`src/logic/line_pulse_pkg.sv`:
```
// constants and carrier types for the output line pulse control block
// assumes a single 25 MHz clock and a plain strobe register port
package line_pulse_pkg;

  ////////////////////////////////////////////////////////////////////////
  // geometry
  localparam int unsigned N_IN = 2;
  localparam int unsigned N_OUT = 4;
  localparam int unsigned CNT_W = 16;
  localparam int unsigned ADDR_W = 8;

  ////////////////////////////////////////////////////////////////////////
  // timing
  localparam int unsigned CLOCK_HZ = 25_000_000;
  localparam int unsigned TICK_US = 1;
  localparam int unsigned TICK_CYCLES = (CLOCK_HZ / 1_000_000) * TICK_US;
  localparam int unsigned TICK_W = 5;
  localparam logic [TICK_W-1:0] TICK_LAST = TICK_W'(TICK_CYCLES - 1);

  ////////////////////////////////////////////////////////////////////////
  // register map: group in addr[7:4], output line index in addr[3:2]
  localparam logic [3:0] GRP_CONFIG = 4'h0;
  localparam logic [3:0] GRP_DELAY = 4'h1;
  localparam logic [3:0] GRP_WIDTH = 4'h2;
  localparam logic [ADDR_W-1:0] ADDR_SOFT_MASK = 8'h30;
  localparam logic [ADDR_W-1:0] ADDR_SNAPSHOT = 8'h34;

  ////////////////////////////////////////////////////////////////////////
  // encodings
  typedef enum logic [1:0] {
    leading_transition = 2'h0,
    trailing_transition = 2'h1,
    either_transition = 2'h2
  } pulse_trigger_polarity_e;

  typedef enum logic [2:0] {
    origin_off = 3'h0,
    host_driven_origin = 3'h1,
    host_strobe_pulse_origin = 3'h2,
    pulse_on_input1_origin = 3'h3,
    pulse_on_input2_origin = 3'h4
  } drive_origin_select_e;

  typedef enum logic [2:0] {
    st_idle = 3'b001,
    st_delay = 3'b010,
    st_width = 3'b100
  } pulse_state_e;

  // config word layout, bit 0 upward: polarity, origin, deferred, level, dir
  typedef struct packed {
    logic direction_setting;
    logic static_level_setting;
    logic deferred_apply_control;
    drive_origin_select_e drive_origin_select;
    pulse_trigger_polarity_e pulse_trigger_polarity;
  } line_cfg_s;

  localparam int unsigned CFG_W = 8;
  localparam line_cfg_s CFG_RESET = '{
    direction_setting: 1'b0,
    static_level_setting: 1'b0,
    deferred_apply_control: 1'b0,
    drive_origin_select: origin_off,
    pulse_trigger_polarity: leading_transition
  };
  localparam logic [CNT_W-1:0] CNT_RESET = 16'h0000;

endpackage

```
`src/logic/output_line_pulse_control.sv`:
```
// output line pulse control: pulse timing and static levels for lines 3..6
// assumes synchronous input pins and a strobe register port with one-cycle
// read latency
//
// Local design decisions: the address map and the address-and-strobe port.
`timescale 1ns/1ps
module output_line_pulse_control
(
  // clock and reset
  input wire logic i_clock,
  input wire logic i_reset_n,
  // register port
  input wire logic [line_pulse_pkg::ADDR_W-1:0] i_addr,
  input wire logic [31:0] i_wdata,
  input wire logic i_write,
  input wire logic i_read,
  output logic [31:0] o_rdata,
  // lines
  input wire logic [line_pulse_pkg::N_IN-1:0] i_line_in,
  output logic [line_pulse_pkg::N_OUT-1:0] o_line_close
);

  localparam int unsigned NO = line_pulse_pkg::N_OUT;
  localparam int unsigned CW = line_pulse_pkg::CNT_W;

  ////////////////////////////////////////////////////////////////////////
  // microsecond tick
  logic [line_pulse_pkg::TICK_W-1:0] tick_cnt_reg;
  logic [line_pulse_pkg::TICK_W-1:0] tick_cnt_next;
  logic tick;

  always_comb
  begin
    tick = (tick_cnt_reg == line_pulse_pkg::TICK_LAST);
    if (tick)
    begin
      tick_cnt_next = '0;
    end
    else
    begin
      tick_cnt_next = tick_cnt_reg + 1'b1;
    end
  end

  always_ff @(posedge i_clock or negedge i_reset_n)
  begin
    if (!i_reset_n)
    begin
      tick_cnt_reg <= '0;
    end
    else
    begin
      tick_cnt_reg <= tick_cnt_next;
    end
  end

  ////////////////////////////////////////////////////////////////////////
  // register file
  line_pulse_pkg::line_cfg_s cfg_reg [NO];
  line_pulse_pkg::line_cfg_s cfg_next [NO];
  logic [CW-1:0] delay_reg [NO];
  logic [CW-1:0] delay_next [NO];
  logic [CW-1:0] width_reg [NO];
  logic [CW-1:0] width_next [NO];
  logic [31:0] rdata_reg;
  logic [31:0] rdata_next;
  logic [NO-1:0] soft_hit;
  logic [NO-1:0] close_reg;
  logic [line_pulse_pkg::N_IN-1:0] in_prev_reg;
  logic [3:0] grp;
  logic [1:0] idx;

  assign grp = i_addr[7:4];
  assign idx = i_addr[3:2];

  always_comb
  begin
    for (int k = 0; k < NO; k++)
    begin
      cfg_next[k] = cfg_reg[k];
      delay_next[k] = delay_reg[k];
      width_next[k] = width_reg[k];
    end
    rdata_next = '0;
    soft_hit = '0;
    if (i_write)
    begin
      case (grp)
        line_pulse_pkg::GRP_CONFIG:
          cfg_next[idx] = i_wdata[line_pulse_pkg::CFG_W-1:0];
        line_pulse_pkg::GRP_DELAY:
          delay_next[idx] = i_wdata[CW-1:0];
        line_pulse_pkg::GRP_WIDTH:
          width_next[idx] = i_wdata[CW-1:0];
        default:
          if (i_addr == line_pulse_pkg::ADDR_SOFT_MASK)
          begin
            soft_hit = i_wdata[NO-1:0];
          end
      endcase
    end
    if (i_read)
    begin
      case (grp)
        line_pulse_pkg::GRP_CONFIG:
          rdata_next = {24'h000000, cfg_reg[idx]};
        line_pulse_pkg::GRP_DELAY:
          rdata_next = {16'h0000, delay_reg[idx]};
        line_pulse_pkg::GRP_WIDTH:
          rdata_next = {16'h0000, width_reg[idx]};
        default:
          if (i_addr == line_pulse_pkg::ADDR_SNAPSHOT)
          begin
            rdata_next = {26'h0000000, close_reg, i_line_in};
          end
      endcase
    end
  end

  always_ff @(posedge i_clock or negedge i_reset_n)
  begin
    if (!i_reset_n)
    begin
      for (int k = 0; k < NO; k++)
      begin
        cfg_reg[k] <= line_pulse_pkg::CFG_RESET;
        delay_reg[k] <= line_pulse_pkg::CNT_RESET;
        width_reg[k] <= line_pulse_pkg::CNT_RESET;
      end
      rdata_reg <= '0;
      in_prev_reg <= '0;
    end
    else
    begin
      for (int k = 0; k < NO; k++)
      begin
        cfg_reg[k] <= cfg_next[k];
        delay_reg[k] <= delay_next[k];
        width_reg[k] <= width_next[k];
      end
      rdata_reg <= rdata_next;
      in_prev_reg <= i_line_in;
    end
  end

  assign o_rdata = rdata_reg;
  assign o_line_close = close_reg;

  ////////////////////////////////////////////////////////////////////////
  // per output line engine
  genvar g;
  generate
    for (g = 0; g < NO; g++)
    begin : gen_line
      line_pulse_pkg::pulse_state_e state_reg;
      line_pulse_pkg::pulse_state_e state_next;
      logic [CW-1:0] cnt_reg;
      logic [CW-1:0] cnt_next;
      logic applied_reg;
      logic applied_next;
      logic close_next;
      logic src_now;
      logic src_old;
      logic rise;
      logic fall;
      logic edge_ok;
      logic trig;
      line_pulse_pkg::line_cfg_s c;

      always_comb
      begin
        c = cfg_reg[g];
        src_now = (c.drive_origin_select ==
          line_pulse_pkg::pulse_on_input1_origin) ? i_line_in[0]
          : i_line_in[1];
        src_old = (c.drive_origin_select ==
          line_pulse_pkg::pulse_on_input1_origin) ? in_prev_reg[0]
          : in_prev_reg[1];
        rise = src_now & ~src_old;
        fall = ~src_now & src_old;
        case (c.pulse_trigger_polarity)
          line_pulse_pkg::leading_transition: edge_ok = rise;
          line_pulse_pkg::trailing_transition: edge_ok = fall;
          line_pulse_pkg::either_transition:
            edge_ok = rise | fall;
          default: edge_ok = 1'b0;
        endcase
        case (c.drive_origin_select)
          line_pulse_pkg::pulse_on_input1_origin,
          line_pulse_pkg::pulse_on_input2_origin:
            trig = edge_ok;
          line_pulse_pkg::host_strobe_pulse_origin:
            trig = soft_hit[g];
          default: trig = 1'b0;
        endcase

        applied_next = applied_reg;
        if (c.drive_origin_select == line_pulse_pkg::host_driven_origin)
        begin
          if (!c.deferred_apply_control)
          begin
            applied_next = c.static_level_setting;
          end
          else if (soft_hit[g])
          begin
            applied_next = c.static_level_setting;
          end
        end

        state_next = state_reg;
        cnt_next = cnt_reg;
        case (state_reg)
          line_pulse_pkg::st_idle:
            if (trig)
            begin
              cnt_next = '0;
              if (delay_reg[g] != '0)
              begin
                state_next = line_pulse_pkg::st_delay;
              end
              else if (width_reg[g] != '0)
              begin
                state_next = line_pulse_pkg::st_width;
              end
            end
          line_pulse_pkg::st_delay:
            if (tick)
            begin
              if (cnt_reg + 1'b1 == delay_reg[g])
              begin
                cnt_next = '0;
                state_next = (width_reg[g] != '0) ?
                  line_pulse_pkg::st_width : line_pulse_pkg::st_idle;
              end
              else
              begin
                cnt_next = cnt_reg + 1'b1;
              end
            end
          line_pulse_pkg::st_width:
            if (tick)
            begin
              if (cnt_reg + 1'b1 == width_reg[g])
              begin
                cnt_next = '0;
                state_next = line_pulse_pkg::st_idle;
              end
              else
              begin
                cnt_next = cnt_reg + 1'b1;
              end
            end
          default:
          begin
            state_next = line_pulse_pkg::st_idle;
            cnt_next = '0;
          end
        endcase

        // high means the output circuit is closed
        if (!c.direction_setting)
        begin
          close_next = 1'b0;
        end
        else if (c.drive_origin_select ==
          line_pulse_pkg::host_driven_origin)
        begin
          close_next = applied_next;
        end
        else
        begin
          close_next = (state_next == line_pulse_pkg::st_width);
        end
      end

      always_ff @(posedge i_clock or negedge i_reset_n)
      begin
        if (!i_reset_n)
        begin
          state_reg <= line_pulse_pkg::st_idle;
          cnt_reg <= '0;
          applied_reg <= 1'b0;
          close_reg[g] <= 1'b0;
        end
        else
        begin
          state_reg <= state_next;
          cnt_reg <= cnt_next;
          applied_reg <= applied_next;
          close_reg[g] <= close_next;
        end
      end
    end
  endgenerate

endmodule

```
`config.mk`:
```
export PLATFORM = sky130hd
export DESIGN_NAME = output_line_pulse_control
export DESIGN_NICKNAME = d
export VERILOG_FILES = /design/src/logic/line_pulse_pkg.sv /design/src/logic/output_line_pulse_control.sv
export SDC_FILE = /design/constraint.sdc
export NUM_CORES = 1
export LEC_CHECK = 0
export BUFFER_PORTS_ARGS = -buffer_cell sky130_fd_sc_hd__buf_4
export CELL_PAD_IN_SITES_DETAIL_PLACEMENT = 1
export CELL_PAD_IN_SITES_GLOBAL_PLACEMENT = 1
export CORE_UTILIZATION = 50
export CTS_BUF_LIST = sky130_fd_sc_hd__clkbuf_8 sky130_fd_sc_hd__clkbuf_16
export CTS_CLUSTER_SIZE = 40
export DETAILED_ROUTE_END_ITERATION = 6
export GPL_TIMING_DRIVEN = 0
export PLACE_DENSITY_LB_ADDON = 0.1
export SYNTH_ARGS = -nofsm -noshare
export SYNTH_HDL_FRONTEND = slang
export SYNTH_SLANG_ARGS = --single-unit
```
`constraint.sdc`:
```
create_clock -name i_clock -period 3.8 [get_ports i_clock]
set_input_delay 0.76 -clock i_clock [delete_from_list [all_inputs] [get_ports i_clock]]
set_output_delay 0.76 -clock i_clock [all_outputs]
set_load 0.02 [all_outputs]
```
### Yosys cells after proc, flatten, opt, wreduce, memory -nomap -nowiden

Cells that the tools add are included.

| cells by class | value |
|---|---|
| multiplexer cells | 119 |
| equality and inequality tests | 65 |
| magnitude comparators | 2 |
| add/sub/neg operators | 5 |
| reduce and logical (&&, ||, !) cells | 26 |
| bitwise gates (word level) | 21 |

Operators by type and width:

| operator | count |
|---|---|
| 2-to-1 mux 16 bit | 26 |
| one-hot mux 16 bit (3 select lines) | 5 |
| bitwise mux 64 bit | 2 |
| equality test 16 bit | 8 |
| nonzero test 16 bit | 8 |
| 2-to-1 mux 3 bit | 32 |
| adder 16 x 1 -> 16 bit (second input constant) | 4 |
| binary-select mux 16 bit (select 2 bit) | 2 |
| equality test 3 x 2 -> 1 bit (second input constant) | 12 |
| equality test 3 bit (second input constant) | 12 |
| one-hot mux 3 bit (3 select lines) | 4 |
| bitwise mux 32 bit | 1 |
| demux 16 bit (select 2 bit) | 1 |
| 2-to-1 mux 1 bit | 28 |
| equality test 3 x 1 -> 1 bit (second input constant) | 8 |
| 2-to-1 mux 8 bit | 3 |
| != test 2 bit (second input constant) | 12 |
| binary-select mux 8 bit (select 2 bit) | 1 |
| demux 8 bit (select 2 bit) | 1 |
| equality test 8 x 6 -> 1 bit (second input constant) | 2 |
| 2-to-1 mux 4 bit | 3 |
| one-hot mux 1 bit (3 select lines) | 4 |
| AND reduction 3 bit | 4 |
| AND 1 bit | 8 |
| 20 further kinds | 47 |

| word-level totals | value |
|---|---|
| bits in registers | 283 |
| output and inout port bits | 36 |
| logic and storage cells | 285 |
| bits of input ports | 46 |

### Depth between registers and ports, before layout

Gate-level depths: netlist of run 1.

| logic depth | value |
|---|---|
| depth after elaboration | 12 |
| mapped depth | 14 |
| depth with buffers taken out | 12 |

### Worst setup path before layout of run 1

No wires, ideal clock.

| path | value |
|---|---|
| kind | register -> register |
| start | register gen_line[3].cnt_reg[1] |
| end | register gen_line[3].cnt_reg[4] |
| setup time | 139 ps |
| path buffers | 4 |
| cell stages (with the launch flop) | 14 |
| slack | 716 ps |
| data required time | 3,661 ps |
| period minus slack after synthesis | 3,084 ps |
| data arrival time | 2,945 ps |
| cells stage by stage | dfrtp_1 -> ha_1 -> buf_6 -> and3_1 -> buf_4 -> nand3_1 -> and3_1 -> or4_1 -> or4_1 -> o21ba_1 -> buf_6 -> buf_6 -> o211ai_1 -> o221ai_1 |

| between the ends | value |
|---|---|
| cells in the longest elaborated chain, start to end | 5 |
| elaborated cells between the ends (all ways) | 8 |
| those cells by class | add/sub: 1; eq/ne: 2; mux: 5 |

Ends and longest elaborated chain:

| item | line | source |
|---|---|---|
| start, declared | output_line_pulse_control.sv:157 | `logic [CW-1:0] cnt_reg;` |
| start signal, assigned | output_line_pulse_control.sv:288 | `cnt_reg <= cnt_next;` |
| adder 16 x 1 -> 16 bit * | -- |  |
| equality test 16 bit (on tied branches) | output_line_pulse_control.sv:243, output_line_pulse_control.sv:229 |  |
| 2-to-1 mux 16 bit (on tied branches) | output_line_pulse_control.sv:243, output_line_pulse_control.sv:229 |  |
| 2-to-1 mux 16 bit (on tied branches) | output_line_pulse_control.sv:241, output_line_pulse_control.sv:227 |  |
| one-hot mux 16 bit (3 select lines) * | output_line_pulse_control.sv:212 | `case (state_reg)` |

Every way passes the cells marked *; elsewhere a longest branch is shown, timed or not. The select of a mux whose other input is x is not followed.
A chain may end at the register's enable or synchronous reset.

### Final worst setup path of run 1

| path | value |
|---|---|
| start | register gen_line[3].cnt_reg[1] |
| end | register gen_line[3].cnt_reg[14] |

Same word-level chain as after synthesis.

==> results of run 1 <==
-- power breakdown --
| group | internal (mW) | total (mW) | leakage (nW) | switching [mW] |
|---|---|---|---|---|
| Combinational | 0.846 | 1.90 | 4.48 | 1.05 |
| Clock | 2.07 | 3.37 | 0.577 | 1.31 |
| Sequential | 3.12 | 3.66 | 3.58 | 0.541 |
-- metrics by stage --
step	hold WS [ns]	TNS (ns)	util (%)
6_report	0.224	0	57.3
5_1_grt	0.286	-0.0303	57.3
4_1_cts	0.246	0	57.0
3_5_place_dp	0.495	-3.59	53.8
3_3_place_gp	0.474	-85.53	53.6
2_1_floorplan	0.455	0	-
-- synthesized netlist by cell type, types with 15 or more instances --
cell	number	area, sq um
nand2b_1	22	138
mux4_2	40	901
nor3_1	38	190
or3_1	18	113
dfrtp_1	263	6580
xor2_1	42	368
buf_4	24	180
nor2_1	95	357
o211ai_1	47	353
mux2_2	179	2020
o2111ai_1	21	184
nand2_1	162	608
nand4_1	34	213
o21ai_0	55	275
a21oi_1	36	180
nor2b_1	36	225
a31oi_1	15	93.8
inv_1	47	176
nor4_1	55	344
nand3b_1	15	113
xnor2_1	93	815
o22ai_1	31	194
and3_1	18	113
nand3_1	59	295
buf_2	36	180
clkbuf_1	74	278
-- worst max-delay path by stage --
stage,start,to,slack [ns],depth (start not counted)
floorplan,gen_line[3].cnt_reg[1]$_DFFE_PN0P_,gen_line[3].cnt_reg[4]$_DFFE_PN0P_,0.72,13
global placement,i_addr[2],delay_reg[23]$_DFFE_PN0P_,-0.38,7
detailed placement,i_addr[3],gen_line[3].cnt_reg[6]$_DFFE_PN0P_,-0.33,10
CTS,gen_line[1].cnt_reg[1]$_DFFE_PN0P_,gen_line[1].cnt_reg[8]$_DFFE_PN0P_,0.02,10
global route,gen_line[0].cnt_reg[1]$_DFFE_PN0P_,gen_line[0].cnt_reg[15]$_DFFE_PN0P_,-0.02,11
finish,gen_line[3].cnt_reg[1]$_DFFE_PN0P_,gen_line[3].cnt_reg[14]$_DFFE_PN0P_,0.18,12
-- cell type report --
| type | count | area, sq um | area share, % |
|---|---|---|---|
| Tap cell | 461 | 577 | 2.83 |
| Inverter | 47 | 176 | 0.866 |
| Clock inverter | 25 | 335 | 1.65 |
| Buffer | 141 | 712 | 3.49 |
| Timing Repair Buffer | 49 | 415 | 2.04 |
| Clock buffer | 33 | 803 | 3.94 |
| Sequential cell | 267 | 6690 | 32.8 |
| Multi-Input combinational cell | 1373 | 10700 | 52.4 |
-- per-layer routing --
metal / part of all wire [%] / global-route usage [%]
met1: 42 / 49.4
met2: 46 / 56.8
met3: 7.7 / 6.29
met4: 3.9 / 13.6
met5: 0.012 / 0
-- cell families (layout without fill, tap and decap cells) --
group / count (synthesis) / count (layout) / synth area share, %
AO/OA/AOI/OAI: 324 / 324 / 12.9
XOR/XNOR: 148 / 148 / 8.16
adder cells (fa/ha/maj): 14 / 14 / 0.969
buffers and inverters: 188 / 295 / 4.89
flip-flops: 267 / 267 / 37.0
multiplexers: 225 / 225 / 16.5
other: 1 / 16 / 0.0207
AND/OR/NAND/NOR: 646 / 646 / 19.6
-- critical path, cell delays in order (launching register included) --
cell and delay [ns]:
dfrtp_1 0.49, ha_1 0.22, buf_6 0.13, nand3_2 0.21
nor4_4 0.58, mux2i_1 0.25, nand4_1 0.19, or4_1 0.55
o21ba_1 0.22, buf_6 0.15, nor2_4 0.12, buf_4 0.21
o221ai_1 0.15
==> summary.txt, run 1 <==
Status
  – Status: completed

Global route
  – Largest net degree at the start of global routing: 98
  – Global route overflow: 0
  – Antenna violations before repair: 1
  – Vias in the first global route: 16400
  – Total global routing track utilization: a little over a third
  – First-pass GRT wire length: 101000 um

Timing
  – Count of final setup violators: 0
  – Crit share post-route: 95.3%
  – Final hold vios: 0
  – Rel. slew slack: 15.8%
  – Skew final: 0.0225 ns
  – Final slew viol count: 0
  – Setup WS post-layout: around 0.18 ns
  – Min Tclk post-route: roughly 3.6 ns
  – Worst slew pin tran: 1.26 ns
  – Fmax: 276 MHz

Run
  – Max cap viols: 0

Final layout
  – Share of cells above drive strength 1: 23.0%
  – Fin nets: 1970
  – Fin area: 0.0204 sq mm
  – ANT cells: 0
  – Area grow syn2layout: 12.8%
  – Commonest non-fill, non-tap cell in the layout: dfrtp_1
  – # fillers: around 4000
  – Non-filler cells in the finished layout: 2396
  – Commonest non-fill, non-tap cells in the layout: dfrtp_1 (263), mux2_2 (179), nand2_1 (162)

Worst setup path
  – R2r setup slk: 0.18 ns
  – FF-to-FF Start: gen_line[3].cnt_reg[1]$_DFFE_PN0P_
  – Max FO, Critical Path: 10
  – Critical path type: flip-flop to flip-flop
  – Worst reg2reg endpoint: gen_line[3].cnt_reg[14]$_DFFE_PN0P_
  – CP required: 4.25 ns
  – Critical path launch point type: flip-flop
  – CP arrival: 4.07 ns
  – Worst-case reg-to-reg path depth: 12
  – Crit end category: flip-flop

Clock network
  – CTS Sinks: approximately 270
  – CTS clk-pin slew, worst paths: ~0.06 ns
  – CTS Hold Bufs: 0
  – CTS Buffer Depth: 3
  – CTS tree: done
  – H-tree Lvls: 1
  – CTS buffer count: 31
  – CTS root buffer: clkbuf_16
  – CTS resizes: 2
  – Worst-skew pair later-pin latency: 0.60 ns
  – Postcts setup bufs: 0

Power and ir drop
  – Pwr Density: 438 mW/mm^2
  – PnR Total Power: 8.94 mW
  – Leak Pwr: between 8 and 9 nW
  – Peak supply drop: ~0.40 mV

Min path
  – HP Class: primary input to asynchronous set/reset pin

Floorplanning
  – Die Height: 192 um
  – FP Rows: 69
  – IO Count: between 80 and 90
  – Die Span X: 192 um
  – Core region area: roughly 0.036 sq mm
  – Initial Utilization: 50.8%
  – Die area: approximately 0.037 sq mm

Logic synthesis
  – Post-synthesis async set-or-reset flop share: 100%
  – Synthesis Warnings: 0
  – Count of cell types in the netlist: 96
  – Post-synth EDFFs: 0
  – Syn Inst Count: 1813
  – Top FF cell, synth: dfrtp_1
  – Mapped cell area: 0.0181 sq mm
  – Post-synthesis sequential area ratio: between 30% and 40%
  – Yosys reg bits: 267
  – Avg Cell Area, Syn: 9.97 sq um

Detailed routing
  – Initial detailed-routing violation count: 1209
  – First-pass DRT Iterations: 5
  – Routed WL per cell: 27.4 um
  – DRC: 0
  – ANT nets after route: 0
  – WL final: around 66000 um
  – DR vias: 16100
  – Via/cell ratio: 6.70

Placement
  – Post-DP HPWL: around 48000 um
  – Gpl congestion: 0.959
  – Placed cell areas: 0.0191 sq mm
  – Setup Slack @ Placement: -0.326 ns
  – Placed cell count: ~2300
  – Port bufs: 47
(Power assumes the default switching activity.)
==> run 2: changes to the inputs <==
Settings changed: GPL_TIMING_DRIVEN 0 to unset.
==> run 2 against run 1 <==
Against the previous run:
- core utilization down 0.49 points
- cell count fell by 2.3%
- count of clock-buffer cells in the layout unchanged
- maximum frequency grew 2.0%
- hold slack got worse by 0.018 ns
- clock skew decreased by 0.0042 ns
- largest cell class unchanged
- critical path type unchanged
- register-to-register slack improved by 0.07 ns
- flip-flop and latch count unchanged
- combinational power decreased by 2%
- clock power fell by 1%
- critical path depth shrank 2
==> summary.txt, run 2 (synthesis results as in run 1) <==
Detailed routing
  – Routed WL per cell: 27.5 um (about the same)
  – DRC: 0 (unchanged)
  – First-pass DRT Iterations: 5 (unchanged)
  – Via/cell ratio: 6.68 (-0.34%)
  – DR vias: 15600 (-2.6%)
  – ANT nets after route: 0 (unchanged)
  – WL final: 64300 um (-2.3%)
  – Initial detailed-routing violation count: 1235 (+2.2%)

Worst setup path
  – Worst path most repeated cell: or4_1
  – Max FO, Critical Path: 8 (-2)
  – CP required: 4.22 ns (-0.03 ns)
  – Crit end category: flip-flop
  – Critical path launch point type: flip-flop
  – Critical path type: flip-flop to flip-flop
  – CP arrival: 3.97 ns (-0.10 ns)
  – Slowest CP cell: or4_1
  – Critical Path Max Stage Delay: 0.55 ns (-0.03 ns)
  – CP cell instances: ha_1 -> xor2_1 -> a211oi_1 -> o211ai_1 -> or4_1 -> or4_1 -> o21ba_1 -> buf_4 -> o21ai_1 -> o221ai_1

Final layout
  – # fillers: 3960 (+0.10%)
  – Commonest non-fill, non-tap cell in the layout: dfrtp_1
  – Non-filler cells in the finished layout: 2341 (-2.3%)
  – Commonest non-fill, non-tap cells in the layout: dfrtp_1 (263), mux2_2 (179), nand2_1 (162)
  – Share of cells above drive strength 1: 24.0% (+0.99 points)
  – Fin nets: 1916 (-2.7%)
  – ANT cells: 0 (unchanged)
  – Area grow syn2layout: 11.8%

Clock network
  – CTS clk-pin slew, worst paths: 0.06 ns (about the same)
  – CTS Sinks: 267 (unchanged)
  – CTS root buffer: clkbuf_16
  – CTS Hold Bufs: 0 (unchanged)
  – CTS buffer count: 31 (unchanged)
  – CTS tree: done
  – H-tree Lvls: 1 (unchanged)
  – Worst-skew pair later-pin latency: 0.59 ns (about the same)
  – CTS Buffer Depth: 3 (unchanged)

Floorplanning
  – Die area: 0.0369 sq mm (unchanged)
  – FP Rows: 69 (unchanged)
  – Die Span X: 192 um (unchanged)
  – Core region area: 0.0356 sq mm (unchanged)
  – Initial Utilization: 50.8% (unchanged)
  – IO Count: 82 (unchanged)
  – Die Height: 192 um (unchanged)

Timing
  – Final hold vios: 0 (unchanged)
  – Min Tclk post-route: 3.55 ns (-0.0709 ns)
  – Rel. slew slack: 37.0% (+21 points)
  – Skew final: 0.0183 ns (-0.00418 ns)
  – Worst slew pin tran: 0.940 ns (-0.317 ns)
  – Setup tns final: 0 ns (unchanged)
  – Crit share post-route: 93.4% (-1.9 points)
  – Fmax: 282 MHz (+2.0%)
  – Unrepaired setup endpoints after global routing: false
  – Count of final setup violators: 0 (unchanged)
  – Final slew viol count: 0 (unchanged)

Placement
  – Port bufs: 49 (+4.3%)
  – Gpl congestion: 0.926 (-3.4%)
  – Post-DP HPWL: 47100 um (-2.9%)
  – Placed cell count: 2282 (-2.4%)

Run
  – Max cap viols: 0 (unchanged)

Power and ir drop
  – Leak Pwr: 8.56 nW (-0.98%)
  – Peak supply drop: 0.404 mV (+1.1%)
  – Pwr Density: 438 mW/mm^2 (about the same)

Global route
  – Global route overflow: 0 (unchanged)
  – First-pass GRT wire length: 98600 um (-2.2%)
  – Largest net degree at the start of global routing: 94 (-4.1%)
  – Antenna violations before repair: 0 (-1)
  – Vias in the first global route: 16000 (-2.6%)
  – Total global routing track utilization: 35.3% (-0.73 points)

Min path
  – HP Class: primary input to asynchronous set/reset pin

Status
  – Status: completed
-- run 2: what timing repair did --
item / CTS / global route
resized for setup: 0 / 1
setup endpoints to repair: 0 / 8
buffers inserted: 0 / 2
-- run 2: final cells by class --
type	count	area [sq um]	area share (%)
Clock inverter	24	315	1.56
Inverter	47	176	0.873
Sequential cell	267	6690	33.1
Clock buffer	33	803	3.97
Multi-Input combinational cell	1373	10600	52.3
Tap cell	461	577	2.85
Timing Repair Buffer	136	1080	5.34
-- run 2: through the flow --
step / hold WS (ns) / power (mW) / util, % / setup WS, ns / instance area (sq um)
6_report: 0.206 / 8.86 / 56.8 / 0.250 / 20200
5_1_grt: 0.252 / 9.15 / 56.8 / 0.0262 / 20200
4_1_cts: 0.237 / 8.84 / 56.7 / 0.0164 / 20200
3_5_place_dp: 0.491 / 5.50 / 53.6 / 0.0152 / 19100
3_3_place_gp: 0.476 / 5.41 / 53.6 / 0.201 / 19100
2_1_floorplan: 0.455 / 4.71 / - / 0.716 / 18100
-- run 2: path summary, 6_finish.rpt --
path,end,slack [ns],start,cells after the start
hold reg to reg,tick_cnt_reg[0]$_DFF_PN0_,0.50,tick_cnt_reg[0]$_DFF_PN0_,1
setup / recovery,gen_line[3].cnt_reg[5]$_DFFE_PN0P_,0.25,gen_line[3].cnt_reg[1]$_DFFE_PN0P_,10
hold / removal,tick_cnt_reg[3]$_DFF_PN0_,0.21,i_reset_n,1
max in group asynchronous,gen_line[3].cnt_reg[2]$_DFFE_PN0P_,2.72,i_reset_n,2
min in group i_clock,in_prev_reg[0]$_DFF_PN0_,0.35,i_line_in[0],1
setup reg to reg,gen_line[3].cnt_reg[5]$_DFFE_PN0P_,0.25,gen_line[3].cnt_reg[1]$_DFFE_PN0P_,10
-- run 2: critical path: cells and delay by family (launching register included) --
family,cells,cell delay (ns)
buffers and inverters,1,0.23
AO/OA/AOI/OAI,5,1.07
AND/OR/NAND/NOR,2,1.03
flip-flops,1,0.47
XOR/XNOR,1,0.19
adder cells (fa/ha/maj),1,0.39
-- run 2: where the power goes --
part | leakage, nW | switching (mW) | internal [mW] | total (mW)
Clock | 0.554 | 1.33 | 2.00 | 3.33
Combinational | 4.42 | 0.998 | 0.865 | 1.86
Sequential | 3.58 | 0.544 | 3.12 | 3.67
-- run 2: per-layer routing --
layer | part of all wire [%] | up-vias | wire, um | track usage, %
li1 | - | 6834 | - | -
met1 | 43 | 8105 | 27700 | 47.9
met2 | 48 | 578 | 30600 | 58.3
met3 | 6.4 | 113 | 4090 | 5.28
met4 | 2.9 | 0 | 1890 | 10.2
met5 | 0 | - | 0 | 0
